### config.mk
export PLATFORM = sky130hd
export DESIGN_NAME = two_wire_slave_receiver
export DESIGN_NICKNAME = d
export VERILOG_FILES = /design/src/twi_pkg.sv /design/src/bit_sync.sv /design/src/bus_monitor.sv /design/src/two_wire_slave_receiver.sv
export SDC_FILE = /design/constraint.sdc
export NUM_CORES = 1
export LEC_CHECK = 0
export ABC_AREA = 1
export BUFFER_PORTS_ARGS = -buffer_cell sky130_fd_sc_hd__buf_2
export CORE_MARGIN = 4
export CORE_UTILIZATION = 48
export CTS_BUF_LIST = sky130_fd_sc_hd__clkbuf_4 sky130_fd_sc_hd__clkbuf_8 sky130_fd_sc_hd__clkbuf_16
export DETAILED_ROUTE_END_ITERATION = 8
export PLACE_DENSITY = 0.67
export SLEW_MARGIN = 20
export SYNTH_ARGS = -nofsm -noshare
export SYNTH_HDL_FRONTEND = slang
export SYNTH_HIERARCHICAL = 1
export SYNTH_SLANG_ARGS = --single-unit
### constraint.sdc
create_clock -name SYS_CLK -period 2.1 [get_ports SYS_CLK]
set_input_delay 0.42 -clock SYS_CLK [delete_from_list [all_inputs] [get_ports SYS_CLK]]
set_output_delay 0.42 -clock SYS_CLK [all_outputs]
set_load 0.01 [all_outputs]
### src/twi_pkg.sv
// Constants, types and helpers of the two-wire slave receiver.
// Assumes a byte-wide register port and a synchronous system clock.
package twi_pkg;

	// Register offsets on the plain register port
	localparam logic [1:0] OFS_CTRL = 2'h0;
	localparam logic [1:0] OFS_STAT = 2'h1;
	localparam logic [1:0] OFS_DATA = 2'h2;
	localparam logic [1:0] OFS_ADDR = 2'h3;

	// Control register field positions
	localparam int BIT_FLAG = 7;
	localparam int BIT_EA   = 6;
	localparam int BIT_STA  = 5;
	localparam int BIT_STO  = 4;
	localparam int BIT_EN   = 2;
	// Address register: general call accept bit
	localparam int BIT_GCA  = 0;

	// Reset values
	localparam logic [7:0] ADDR_RST  = 8'h00;
	localparam logic [7:0] DATA_RST  = 8'hff;
	localparam logic [7:0] STAT_IDLE = 8'hf8;

	// Status codes, prescaler bits zero
	localparam logic [7:0] CODE_OWN_W    = 8'h60;
	localparam logic [7:0] CODE_ARB_OWN  = 8'h68;
	localparam logic [7:0] CODE_GC       = 8'h70;
	localparam logic [7:0] CODE_ARB_GC   = 8'h78;
	localparam logic [7:0] CODE_OWN_ACK  = 8'h80;
	localparam logic [7:0] CODE_OWN_NACK = 8'h88;
	localparam logic [7:0] CODE_GC_ACK   = 8'h90;
	localparam logic [7:0] CODE_GC_NACK  = 8'h98;
	localparam logic [7:0] CODE_STOP     = 8'ha0;
	localparam logic [7:0] PRESC_MASK    = 8'hf8;

	localparam logic [6:0] GC_ADDR       = 7'h00;
	localparam logic       DIR_WRITE     = 1'b0;
	localparam logic [3:0] BITS_PER_BYTE = 4'h8;

	typedef struct packed {
		logic start;
		logic stop;
		logic scl_rise;
		logic scl_fall;
		logic sda;
		logic busy;
	} bus_evt_t;

	typedef enum logic [2:0] {
		S_IDLE, S_ADDR, S_ADDR_ACK, S_WAIT, S_DATA, S_DATA_ACK, S_IGNORE
	} rx_state_t;

	// Status after an address (data=0) or data byte (data=1)
	function automatic logic [7:0] status_code(input logic gc,
		input logic arb, input logic data, input logic ack);
		logic [7:0] c;
		c = 8'h00;
		if (!data)
			c = gc ? (arb ? CODE_ARB_GC : CODE_GC)
			       : (arb ? CODE_ARB_OWN : CODE_OWN_W);
		else
			c = gc ? (ack ? CODE_GC_ACK : CODE_GC_NACK)
			       : (ack ? CODE_OWN_ACK : CODE_OWN_NACK);
		return c;
	endfunction : status_code

endpackage : twi_pkg

### src/bit_sync.sv
// Two-flop synchroniser for the clock and data pins of the bus.
// Assumes the pins are asynchronous to the system clock.
`timescale 1ns/100ps
module bit_sync
	import twi_pkg::*;
(
	input  wire logic       SYS_CLK,
	input  wire logic       SYS_RST,
	input  wire logic [1:0] D,
	output logic      [1:0] Q
);
	logic [1:0] meta_r;

	// Idle bus level is high on both lines
	always_ff @(posedge SYS_CLK) begin
		if (SYS_RST) begin
			meta_r <= 2'h3;
			Q      <= 2'h3;
		end else begin
			meta_r <= D;
			Q      <= meta_r;
		end
	end
endmodule : bit_sync

### src/bus_monitor.sv
// Start, stop and clock edge detection on the synchronised bus lines.
// Assumes inputs already passed the synchroniser.
`timescale 1ns/100ps
module bus_monitor
	import twi_pkg::*;
(
	input  wire logic SYS_CLK,
	input  wire logic SYS_RST,
	input  wire logic SCL,
	input  wire logic SDA,
	output bus_evt_t  EVT
);
	logic scl_r;
	logic sda_r;
	logic busy_r;
	wire  start_w = scl_r && SCL && sda_r && !SDA;
	wire  stop_w  = scl_r && SCL && !sda_r && SDA;

	always_ff @(posedge SYS_CLK) begin
		if (SYS_RST) begin
			scl_r  <= 1'b1;
			sda_r  <= 1'b1;
			busy_r <= 1'b0;
		end else begin
			scl_r  <= SCL;
			sda_r  <= SDA;
			busy_r <= start_w ? 1'b1 : (stop_w ? 1'b0 : busy_r);
		end
	end

	assign EVT.start    = start_w;
	assign EVT.stop     = stop_w;
	assign EVT.scl_rise = !scl_r && SCL;
	assign EVT.scl_fall = scl_r && !SCL;
	assign EVT.sda      = SDA;
	assign EVT.busy     = busy_r;
endmodule : bus_monitor

### src/two_wire_slave_receiver.sv
// Slave receiver of a byte-oriented two-wire serial interface.
// Assumes open-drain pins resolved outside and a same-clock register master.
//
// Added by the designer: the strobed register port and the register offsets.
`timescale 1ns/100ps
//
// Summary of operation
// - Receives data bytes from a master; status reads with prescaler bits zero.
// - Own seven-bit address comes from address register bits 7:1.
// - Address register bit 0 enables answering the general call address 0x00.
// - Address with direction bit 0 selects reception; read direction ignored.
// - Own address plus write acknowledged sets the flag with status 0x60.
// - Addressed after lost arbitration reports 0x68 own, 0x78 general call.
// - General call acknowledged sets the flag with status 0x70.
// - Acknowledge enable cleared gives a not-acknowledge after next byte.
// - Acknowledge enable zero ignores own address; recognition resumes when set.
// - In deep sleep the address still matches and the system is woken.
// - After wake-up clock line stays low until the flag is cleared.
// - In deep sleep the data register is not updated from the bus.
// - After address states, acknowledge enable decides the next byte's answer.
// - Status 0x80: byte acknowledged after own address selection.
// - Status 0x88: byte not acknowledged; then not-addressed slave state.
// - Start request answering status 0x88 or 0x98 issues START when bus free.
// - Status 0x90: byte acknowledged after general call selection.
// - Status 0x98: byte not acknowledged after general call; leave addressed.
// - Stop or repeated start while addressed reports 0xA0 and leaves.
module two_wire_slave_receiver
	import twi_pkg::*;
(
	input  wire logic       SYS_CLK,
	input  wire logic       SYS_RST,
	input  wire logic [1:0] REG_ADDR,
	input  wire logic [7:0] REG_WDATA,
	input  wire logic       REG_WR,
	input  wire logic       REG_RD,
	output logic      [7:0] REG_RDATA,
	input  wire logic       SCL_I,
	output logic            SCL_O,
	output logic            SCL_OE_N,
	input  wire logic       SDA_I,
	output logic            SDA_O,
	output logic            SDA_OE_N,
	input  wire logic       DEEP_SLEEP,
	input  wire logic       ARB_LOST,
	output logic            WAKE_REQ,
	output logic            START_ISSUE
);
	logic [1:0] pins_s;
	bus_evt_t   evt;
	rx_state_t  state_r;
	rx_state_t  state_nxt;
	logic       ea_r, sta_r, sto_r, en_r, flag_r;
	logic [7:0] addr_reg_r;
	logic [7:0] data_r;
	logic [7:0] stat_r;
	logic [7:0] shreg_r;
	logic [3:0] cnt_r;
	logic       gc_sel_r, ack_r, sda_low_r, done_r;
	logic       arb_r, wake_r, start_pend_r, start_issue_r;
	logic [7:0] rdata_r;
	logic [7:0] stat_nxt;
	bit_sync u_sync (
		.SYS_CLK (SYS_CLK),
		.SYS_RST (SYS_RST),
		.D       ({SCL_I, SDA_I}),
		.Q       (pins_s)
	);

	bus_monitor u_mon (
		.SYS_CLK (SYS_CLK),
		.SYS_RST (SYS_RST),
		.SCL     (pins_s[1]),
		.SDA     (pins_s[0]),
		.EVT     (evt)
	);

	wire wr_ctrl   = REG_WR && (REG_ADDR == OFS_CTRL);
	wire wr_data   = REG_WR && (REG_ADDR == OFS_DATA);
	wire wr_addr   = REG_WR && (REG_ADDR == OFS_ADDR);
	wire flag_clr  = wr_ctrl && REG_WDATA[BIT_FLAG];
	wire own_hit   = shreg_r[7:1] == addr_reg_r[7:1];
	wire gc_hit    = (shreg_r[7:1] == GC_ADDR) && addr_reg_r[BIT_GCA];
	wire dir_wr    = shreg_r[0] == DIR_WRITE;
	// Acknowledge enable gates recognition; deep sleep keeps matching
	wire addr_ok   = en_r && ea_r && dir_wr && (own_hit || gc_hit);
	wire byte_done = evt.scl_fall && (cnt_r == BITS_PER_BYTE);
	wire addr_end  = (state_r == S_ADDR_ACK) && evt.scl_fall;
	wire data_end  = (state_r == S_DATA_ACK) && evt.scl_fall;
	wire data_byte = (state_r == S_DATA) && byte_done;
	wire addr_byte = (state_r == S_ADDR) && byte_done;
	wire cond_rx   = (state_r == S_DATA) && (evt.stop || evt.start);
	wire flag_set  = addr_end || data_end || cond_rx;
	wire leave_now = (state_r == S_WAIT) && !flag_r;
	wire bit_phase = (state_r == S_ADDR) || (state_r == S_DATA);
	wire stretch   = state_r == S_WAIT;
	wire issue_now = start_pend_r && !evt.busy;

	// Status chosen by selection kind and acknowledge answer
	always_comb begin
		stat_nxt = stat_r;
		if (addr_end)
			stat_nxt = status_code(gc_sel_r, arb_r, 1'b0, 1'b1);
		else if (data_end)
			stat_nxt = status_code(gc_sel_r, 1'b0, 1'b1, ack_r);
		else if (cond_rx)
			stat_nxt = CODE_STOP;
	end

	always_comb begin
		state_nxt = state_r;
		case (state_r)
		S_IDLE, S_IGNORE:
			if (evt.start)
				state_nxt = S_ADDR;
		S_ADDR:
			if (evt.stop)
				state_nxt = S_IDLE;
			else if (evt.start)
				state_nxt = S_ADDR;
			else if (byte_done)
				state_nxt = addr_ok ? S_ADDR_ACK : S_IGNORE;
		S_ADDR_ACK:
			if (evt.scl_fall)
				state_nxt = S_WAIT;
		S_WAIT:
			if (!flag_r)
				state_nxt = done_r ? S_IDLE : S_DATA;
		S_DATA:
			if (evt.stop)
				state_nxt = S_IDLE;
			else if (evt.start)
				state_nxt = S_ADDR;
			else if (byte_done)
				state_nxt = S_DATA_ACK;
		S_DATA_ACK:
			if (evt.scl_fall)
				state_nxt = S_WAIT;
		default:
			state_nxt = S_IDLE;
		endcase
		if (!en_r)
			state_nxt = S_IDLE;
	end

	always_ff @(posedge SYS_CLK) begin
		if (SYS_RST)
			state_r <= S_IDLE;
		else
			state_r <= state_nxt;
	end

	// Control bits; software must set enable and acknowledge enable first
	always_ff @(posedge SYS_CLK) begin
		if (SYS_RST) begin
			ea_r  <= 1'b0;
			sta_r <= 1'b0;
			sto_r <= 1'b0;
			en_r  <= 1'b0;
		end else if (wr_ctrl) begin
			ea_r  <= REG_WDATA[BIT_EA];
			sta_r <= REG_WDATA[BIT_STA];
			sto_r <= REG_WDATA[BIT_STO];
			en_r  <= REG_WDATA[BIT_EN];
		end
	end

	// A new event beats a clear in the same cycle
	always_ff @(posedge SYS_CLK) begin
		if (SYS_RST)
			flag_r <= 1'b0;
		else if (flag_set)
			flag_r <= 1'b1;
		else if (flag_clr)
			flag_r <= 1'b0;
	end

	always_ff @(posedge SYS_CLK) begin
		if (SYS_RST) begin
			addr_reg_r <= ADDR_RST;
			stat_r     <= STAT_IDLE;
		end else begin
			if (wr_addr)
				addr_reg_r <= REG_WDATA;
			stat_r <= stat_nxt;
		end
	end

	// Bus byte is lost in deep sleep; otherwise it beats a software write
	always_ff @(posedge SYS_CLK) begin
		if (SYS_RST)
			data_r <= DATA_RST;
		else if (data_byte && !DEEP_SLEEP)
			data_r <= shreg_r;
		else if (wr_data)
			data_r <= REG_WDATA;
	end

	always_ff @(posedge SYS_CLK) begin
		if (SYS_RST) begin
			shreg_r <= 8'h00;
			cnt_r   <= 4'h0;
		end else if (evt.start || leave_now) begin
			cnt_r   <= 4'h0;
		end else if (bit_phase && evt.scl_rise) begin
			shreg_r <= {shreg_r[6:0], evt.sda};
			cnt_r   <= cnt_r + 4'h1;
		end else if (byte_done) begin
			cnt_r   <= 4'h0;
		end
	end

	// Acknowledge drive: own address, general call, or data with enable
	always_ff @(posedge SYS_CLK) begin
		if (SYS_RST) begin
			sda_low_r <= 1'b0;
			ack_r     <= 1'b0;
			gc_sel_r  <= 1'b0;
			done_r    <= 1'b0;
		end else begin
			if (addr_byte && addr_ok) begin
				sda_low_r <= 1'b1;
				gc_sel_r  <= gc_hit && !own_hit;
				done_r    <= 1'b0;
			end else if (data_byte) begin
				sda_low_r <= ea_r;
				ack_r     <= ea_r;
				done_r    <= !ea_r;
			end else if (addr_end || data_end || !en_r) begin
				sda_low_r <= 1'b0;
			end
			if (cond_rx)
				done_r <= 1'b1;
		end
	end

	// Lost arbitration is a same-clock pulse from the master logic
	always_ff @(posedge SYS_CLK) begin
		if (SYS_RST)
			arb_r <= 1'b0;
		else if (ARB_LOST)
			arb_r <= 1'b1;
		else if (addr_end || state_r == S_IGNORE)
			arb_r <= 1'b0;
	end

	// Long wake-up keeps the clock line low and blocks the bus
	always_ff @(posedge SYS_CLK) begin
		if (SYS_RST)
			wake_r <= 1'b0;
		else if (addr_end && DEEP_SLEEP)
			wake_r <= 1'b1;
		else if (flag_clr)
			wake_r <= 1'b0;
	end

	always_ff @(posedge SYS_CLK) begin
		if (SYS_RST) begin
			start_pend_r  <= 1'b0;
			start_issue_r <= 1'b0;
		end else begin
			start_issue_r <= issue_now;
			if (flag_clr && stretch && done_r && REG_WDATA[BIT_STA])
				start_pend_r <= 1'b1;
			else if (issue_now)
				start_pend_r <= 1'b0;
		end
	end

	wire [7:0] ctrl_rd = {flag_r, ea_r, sta_r, sto_r, 1'b0, en_r, 2'h0};
	wire [7:0] rd_mux  = (REG_ADDR == OFS_CTRL) ? ctrl_rd :
	                     (REG_ADDR == OFS_STAT) ? (stat_r & PRESC_MASK) :
	                     (REG_ADDR == OFS_DATA) ? data_r : addr_reg_r;

	always_ff @(posedge SYS_CLK) begin
		if (SYS_RST)
			rdata_r <= 8'h00;
		else
			rdata_r <= REG_RD ? rd_mux : 8'h00;
	end

	assign REG_RDATA   = rdata_r;
	assign SCL_O       = 1'b0;
	assign SDA_O       = 1'b0;
	assign SCL_OE_N    = !stretch;
	assign SDA_OE_N    = !sda_low_r;
	assign WAKE_REQ    = wake_r;
	assign START_ISSUE = start_issue_r;
endmodule : two_wire_slave_receiver

==> results_dict.tcl, run 1 <==
set metrics [dict create \
    slew_viol_final 0 \
    cts.sinks 64 \
    utilization_pct 55.3 \
    path_delay_family "simple AND/OR/NAND/NOR gates" \
    r2r_start "u_mon/scl_r" \
    start_util_pct 49.7 \
    timing.setup.tns_ns 0 \
    seq_area_frac_synth_pct 43.6 \
    yosys_warnings 6 \
    layoutNonFillerInstCount 514 \
    worst-path-buf-inv 3 \
    path_class "flip-flop to flip-flop" \
    chipWidth_um 86.3 \
    initialDrtViolationCount 210 \
    maxCapViolCount 0 \
    muxShareOfSynthArea_pct 0.340 \
    clkLatencyLatePin_ns 0.34 \
    fillCellCount 566 \
    hold_path_class "input pin to flip-flop" \
    worstHoldStart "SDA_I" \
    synthSimpleGateAreaFrac_pct 25.9 \
    synth_cell_type_count 39 \
    final_common_cell "nand2_1" \
    area_growth_pct 11.3 \
    syn-cell-area_um2 2940 \
    relSlewSlack_pct 62.9 \
    syn-instance-count 409 \
    vias 2665 \
    dr.pass1.iters 5 \
    tightestPinTransition_ns 0.555 \
    r2r_end "data_r[4]" \
    wl_per_cell_um 13.5 \
    io_pins 32 \
    placed_cells 499 \
    synthArstFlopShare_pct 0 \
    synth_top_family_by_area "simple AND/OR/NAND/NOR gates" \
    cts_max_level 3 \
    grt_pass1_wl_mm 11.4 \
    final_antenna_net_count 0 \
    cts_buffers 9 \
    multi_input_area_um2 1330 \
    cp.required_ns 2.31 \
    hold_viol_final 0 \
    path_cells "inv_1, nor2_1, nand4_4, nor2_4, inv_2, or2_2, nand2_1, inv_2, nand2_1, o2111ai_2" \
    fin_worst_skew_ns 0.00979 \
    rsz0062_at_grt "false" \
    fmax_ghz 0.520 \
    dieHeight_um 86.3 \
    drt-total-wl_mm 6.92 \
    ys_seq_elements 64 \
    grt_usage_pct 19.7 \
    rrSetupSlack_ns 0.18 \
    syn-mean-instance-area_um2 7.19 \
    core_um2 5920 \
    clk_pin_slew_ns 0.07 \
    cp-start-kind "flip-flop" \
    synth_xor_area_share_pct 0.596 \
    setup_viol 0 \
    drive_above_1_share_pct 14.4 \
    finalHoldWorstSlack_ns 0.264 \
    rr_worst_depth 10 \
    cp-end-kind "flip-flop" \
    crit_fanout 17 \
    gr-total-overflow 0 \
    nNetsFinal 455 \
    cts-root-buf "clkbuf_8" \
    antenna_cells 0 \
    min_period_ns 1.92 \
    place.gp.congestion 0.834 \
    dp_hpwl_mm 5.24 \
    grt_pass1_vias 2360 \
    whs_path_depth 3 \
    clockBufferDepth 2 \
    final_cell_mix "nand2_1, dfxtp_1, inv_1, o21ai_0, nor2_1" \
    synth_edf_count 0 \
    p_leak_uw 0.00149 \
    ir_drop_mv 0.543 \
    cp_slowest_stage_delay_ns 0.41 \
    status "finished, final reports clean" \
    portBuffers 29 \
    row_count 28 \
    tritoncts "yes" \
    power_density_nw_per_um2 736 \
    synth-compound-area-share_pct 17.2 \
    worstHoldEndpoint "u_sync/meta_r[0]" \
    grt_max_degree 24 \
    critPathArrivalTime_ns 2.13 \
    via_per_inst 5.18 \
    ys.flop_type "dfxtp_1" \
    period_share_pct 91.5 \
    drc 0 \
    die_area_um2 7440 \
    cts_hold_buf 0 \
    regArea_um2 1280 \
    antenna_found_initial 0 \
    synthAdderAreaFrac_pct 0.851 \
    crit_slowest_cell "or2_2" \
]
-- Yosys cell counts, types with 2 or more instances --
master     number  area (µm²)
nand2_2         2        12.5
xnor2_1         2        17.5
buf_4           7        52.6
dfxtp_1        64        1280
nor3_1          4        20.0
nand3_1        23         115
ha_1            2        25.0
nor2_1         40         150
nor2_4          2        22.5
inv_2           4        15.0
o21ai_0        45         225
inv_1          53         199
a21oi_1        28         140
o2111ai_1       5        43.8
nand2_1        88         330
clkbuf_1        7        26.3
buf_2           3        15.0
buf_6           2        22.5
nand4_1         7        43.8
a31oi_1         2        12.5
-- flip-flops by register name, indices dropped and copies added, names as in the netlist, 2 cells and up --
| signal | flops |
|---|---|
| data_r | 8 |
| addr_reg_r | 8 |
| u_sync/meta_r | 2 |
| REG_RDATA | 8 |
| state_r | 3 |
| stat_r | 5 |
| shreg_r | 8 |
| u_sync/Q | 2 |
| cnt_r | 4 |
-- worst reg2reg max path: stages, from the launching register on --
cell and delay [ns]:
dfxtp_1 0.35, inv_1 0.04, nor2_1 0.27, nand4_4 0.18
nor2_4 0.13, inv_2 0.05, or2_2 0.41, nand2_1 0.12
inv_2 0.08, nand2_1 0.09, o2111ai_2 0.09
-- metrics by stage --
| step | setup WS (ns) | area [µm²] | power, µW |
|---|---|---|---|
| 4_1_cts | 0.140 | 3270 | 2410 |
| 3_5_place_dp | 0.164 | 3100 | 1480 |
| 5_1_grt | 0.0389 | 3270 | 2490 |
| 2_1_floorplan | 0.459 | 2940 | 1420 |
| 6_report | 0.178 | 3270 | 2410 |
| 3_3_place_gp | 0.253 | 3100 | 1480 |
-- what timing repair did --
item,CTS,global route
setup buffers,0,0
resized for setup,0,1
setup endpoints to repair,0,2
-- final cells by class --
cell class | instances | share of cell area (%)
inverter | 58 | 6.65
clock inverter | 3 | 0.535
clock buffer | 12 | 4.85
sequential | 64 | 39.1
multi-input combinational | 269 | 40.6
tap | 75 | 2.87
timing repair buffer | 33 | 5.35
-- per-layer routing --
metal / GRT usage [%] / wire length (µm) / up-vias
met5: 0 / 0 / -
met4: 8.07 / 91 / 0
met3: 3.33 / 356 / 7
met2: 28.7 / 2980 / 75
met1: 28.9 / 3490 / 1208
li1: - / - / 1375
-- worst max path at each step --
stage / to / from / slack (ns) / depth (start not counted)
4_1_cts: data_r[4] / u_mon/scl_r / 0.14 / 10
3_3_place_gp: data_r[4] / u_mon/scl_r / 0.25 / 10
2_1_floorplan: data_r[4] / u_mon/scl_r / 0.46 / 10
5_1_grt: data_r[5] / u_mon/scl_r / 0.04 / 10
6_report: data_r[4] / u_mon/scl_r / 0.18 / 10
3_5_place_dp: data_r[4] / u_mon/scl_r / 0.16 / 10
-- report_power, final --
group          switching (µW)  internal [µW]  total [µW]
combinational             123           65.2         188
clock                     459            496         955
sequential               19.4           1250        1270
-- cell families after synthesis --
family / Yosys count
AOI/OAI and AO/OA: 90
xor gates and xnor gates: 2
adders and majority gates: 2
buffers and inverters: 77
DFF: 64
muxes: 1
other: 1
and+or+nand+nor: 172
No activity file was read; power rests on OpenSTA's default activity.
==> inputs of run 2 (changes only) <==
Settings changed: CTS_BUF_LIST sky130_fd_sc_hd__clkbuf_4 sky130_fd_sc_hd__clkbuf_8 sky130_fd_sc_hd__clkbuf_16 to default.
==> run 2 against run 1 <==
Effect of this change: power down 0.87%; critical endpoint unchanged; count of clock-buffer cells in the layout is the same; highest routed layer unchanged; register-to-register slack is essentially flat; largest cell class unchanged.
==> results_dict.tcl, run 2 (synthesized netlist as in run 1, its figures left out) <==
set metrics [dict create \
    status "finished, final reports clean" \
    path_cells "inv_1, nor2_1, nand4_4, nor2_4, inv_2, or2_2, nand2_1, inv_2, nand2_1, o2111ai_2" \
    clkLatencyLatePin_ns 0.34 \
    whs_path_depth 3 \
    grt_max_degree 24 \
    die_area_um2 7440 \
    tritoncts "yes" \
    ir_drop_mv 0.543 \
    switchingPower_uw 594 \
    fillCellCount 566 \
    placed_cells 499 \
    multi_input_area_um2 1330 \
    antenna_cells 0 \
    vias 2622 \
    p_clk_share_pct 39.1 \
    crit_slowest_cell "or2_2" \
    fmax_ghz 0.522 \
    cts.sinks 64 \
    final_antenna_net_count 0 \
    grt_pass1_wl_mm 11.4 \
    nNetsFinal 455 \
    via_per_inst 5.10 \
    cp.required_ns 2.31 \
    tightestPinTransition_ns 0.549 \
    rrSetupSlack_ns 0.18 \
    setup_viol 0 \
    start_util_pct 49.7 \
    wl_per_cell_um 13.3 \
    grt_usage_pct 19.6 \
    cp-end-kind "flip-flop" \
    cp-start-kind "flip-flop" \
    grt_pass1_vias 2365 \
    regArea_um2 1280 \
    power_density_nw_per_um2 731 \
    portBuffers 29 \
    final_common_cell "nand2_1" \
    period_share_pct 91.3 \
    worstHoldStart "SDA_I" \
    critPathArrivalTime_ns 2.12 \
    dp_hpwl_mm 5.24 \
    maxCapViolCount 0 \
    power.share.sequential_pct 53.0 \
    min_period_ns 1.92 \
    path_class "flip-flop to flip-flop" \
    core_um2 5920 \
    chipWidth_um 86.3 \
    intPower_uw 1800 \
    hold_viol_final 0 \
    area_growth_pct 11.2 \
    crit_start "u_mon/scl_r" \
    initialDrtViolationCount 242 \
    drt-total-wl_mm 6.86 \
    place.gp.congestion 0.834 \
    slew_viol_final 0 \
    worstHoldEndpoint "u_sync/meta_r[0]" \
    rr_worst_depth 10 \
    p_leak_uw 0.00148 \
    clk_pin_slew_ns 0.07 \
    io_pins 32 \
    gr-total-overflow 0 \
    cts_setup_buffers 0 \
    timing.setup.tns_ns 0 \
    crit_fanout 17 \
    switching_share_pct 24.9 \
    r2r_start "u_mon/scl_r" \
    cts-root-buf "clkbuf_8" \
    layoutNonFillerInstCount 514 \
    row_count 28 \
    final_cell_mix "nand2_1, dfxtp_1, inv_1, o21ai_0, nor2_1" \
    hold_path_class "input pin to flip-flop" \
    cp_slowest_stage_delay_ns 0.41 \
    antenna_found_initial 0 \
    clockBufferDepth 2 \
    dieHeight_um 86.3 \
    drc 0 \
    rsz0062_at_grt "false" \
    comb_power_share_pct 7.8 \
    cts_max_level 3 \
    relSlewSlack_pct 63.3 \
    drive_above_1_share_pct 14.1 \
    fin_worst_skew_ns 0.00729 \
    dr.pass1.iters 4 \
    r2r_end "data_r[4]" \
    cts_buffers 9 \
]
-- run 2: cell counts in the layout (fill, tap and decap cells not counted) --
Identical to the previous run, type by type.
-- run 2: area by class of cell --
class / count / share of cell area [%]
Clock buffer: 12 / 4.75
Clock inverter: 3 / 0.536
Inverter: 58 / 6.66
Multi-Input combinational cell: 269 / 40.6
Sequential cell: 64 / 39.2
Tap cell: 75 / 2.87
Timing Repair Buffer: 33 / 5.36
-- run 2: worst max-delay path: cells and delay by family (launching register included) --
kind | cells | cell delay [ns]
flops | 1 | 0.35
compound gates | 1 | 0.08
simple gates | 6 | 1.19
buf+inv | 3 | 0.17
-- run 2: power groups by stage --
stage               logic, µW  registers [µW]  clock network (µW)
floorplan                 126            1290                   0
global placement          183            1290                   0
detailed placement        186            1290                   0
CTS                       187            1270                 941
global route              215            1270                 995
finish                    187            1270                 935
-- run 2: repair_timing --
action / in CTS / in global routing
hold buffers: 0 / 0
resized for setup: 0 / 1
setup endpoints to repair: 0 / 3
-- run 2: worst max-delay path by stage --
stage	endpoint	slack (ns)
floorplan	data_r[4]	0.46
global placement	data_r[4]	0.25
detailed placement	data_r[4]	0.16
CTS	data_r[4]	0.14
global route	data_r[5]	0.04
finish	data_r[4]	0.18
-- run 2: stage by stage --
| step | utilization (%) | total power [µW] | hold WS [ns] | setup WS [ns] | instance area (µm²) |
|---|---|---|---|---|---|
| finish | 55.2 | 2390 | 0.263 | 0.184 | 3270 |
| global placement | 52.3 | 1480 | 0.387 | 0.253 | 3100 |
| floorplan | - | 1420 | 0.386 | 0.459 | 2940 |
| global route | 55.2 | 2480 | 0.283 | 0.0355 | 3270 |
| CTS | 55.2 | 2390 | 0.259 | 0.139 | 3270 |
| detailed placement | 52.3 | 1480 | 0.395 | 0.164 | 3100 |
-- run 2: routing by layer --
layer | vias up | wire length, µm | GRT usage [%] | share of wire, %
li1 | 1376 | - | - | -
met5 | - | 0 | 0 | 0
met1 | 1162 | 3380 | 28.3 | 49
met4 | 0 | 107 | 7.93 | 1.6
met3 | 12 | 455 | 4.28 | 6.6
met2 | 72 | 2910 | 28.5 | 42
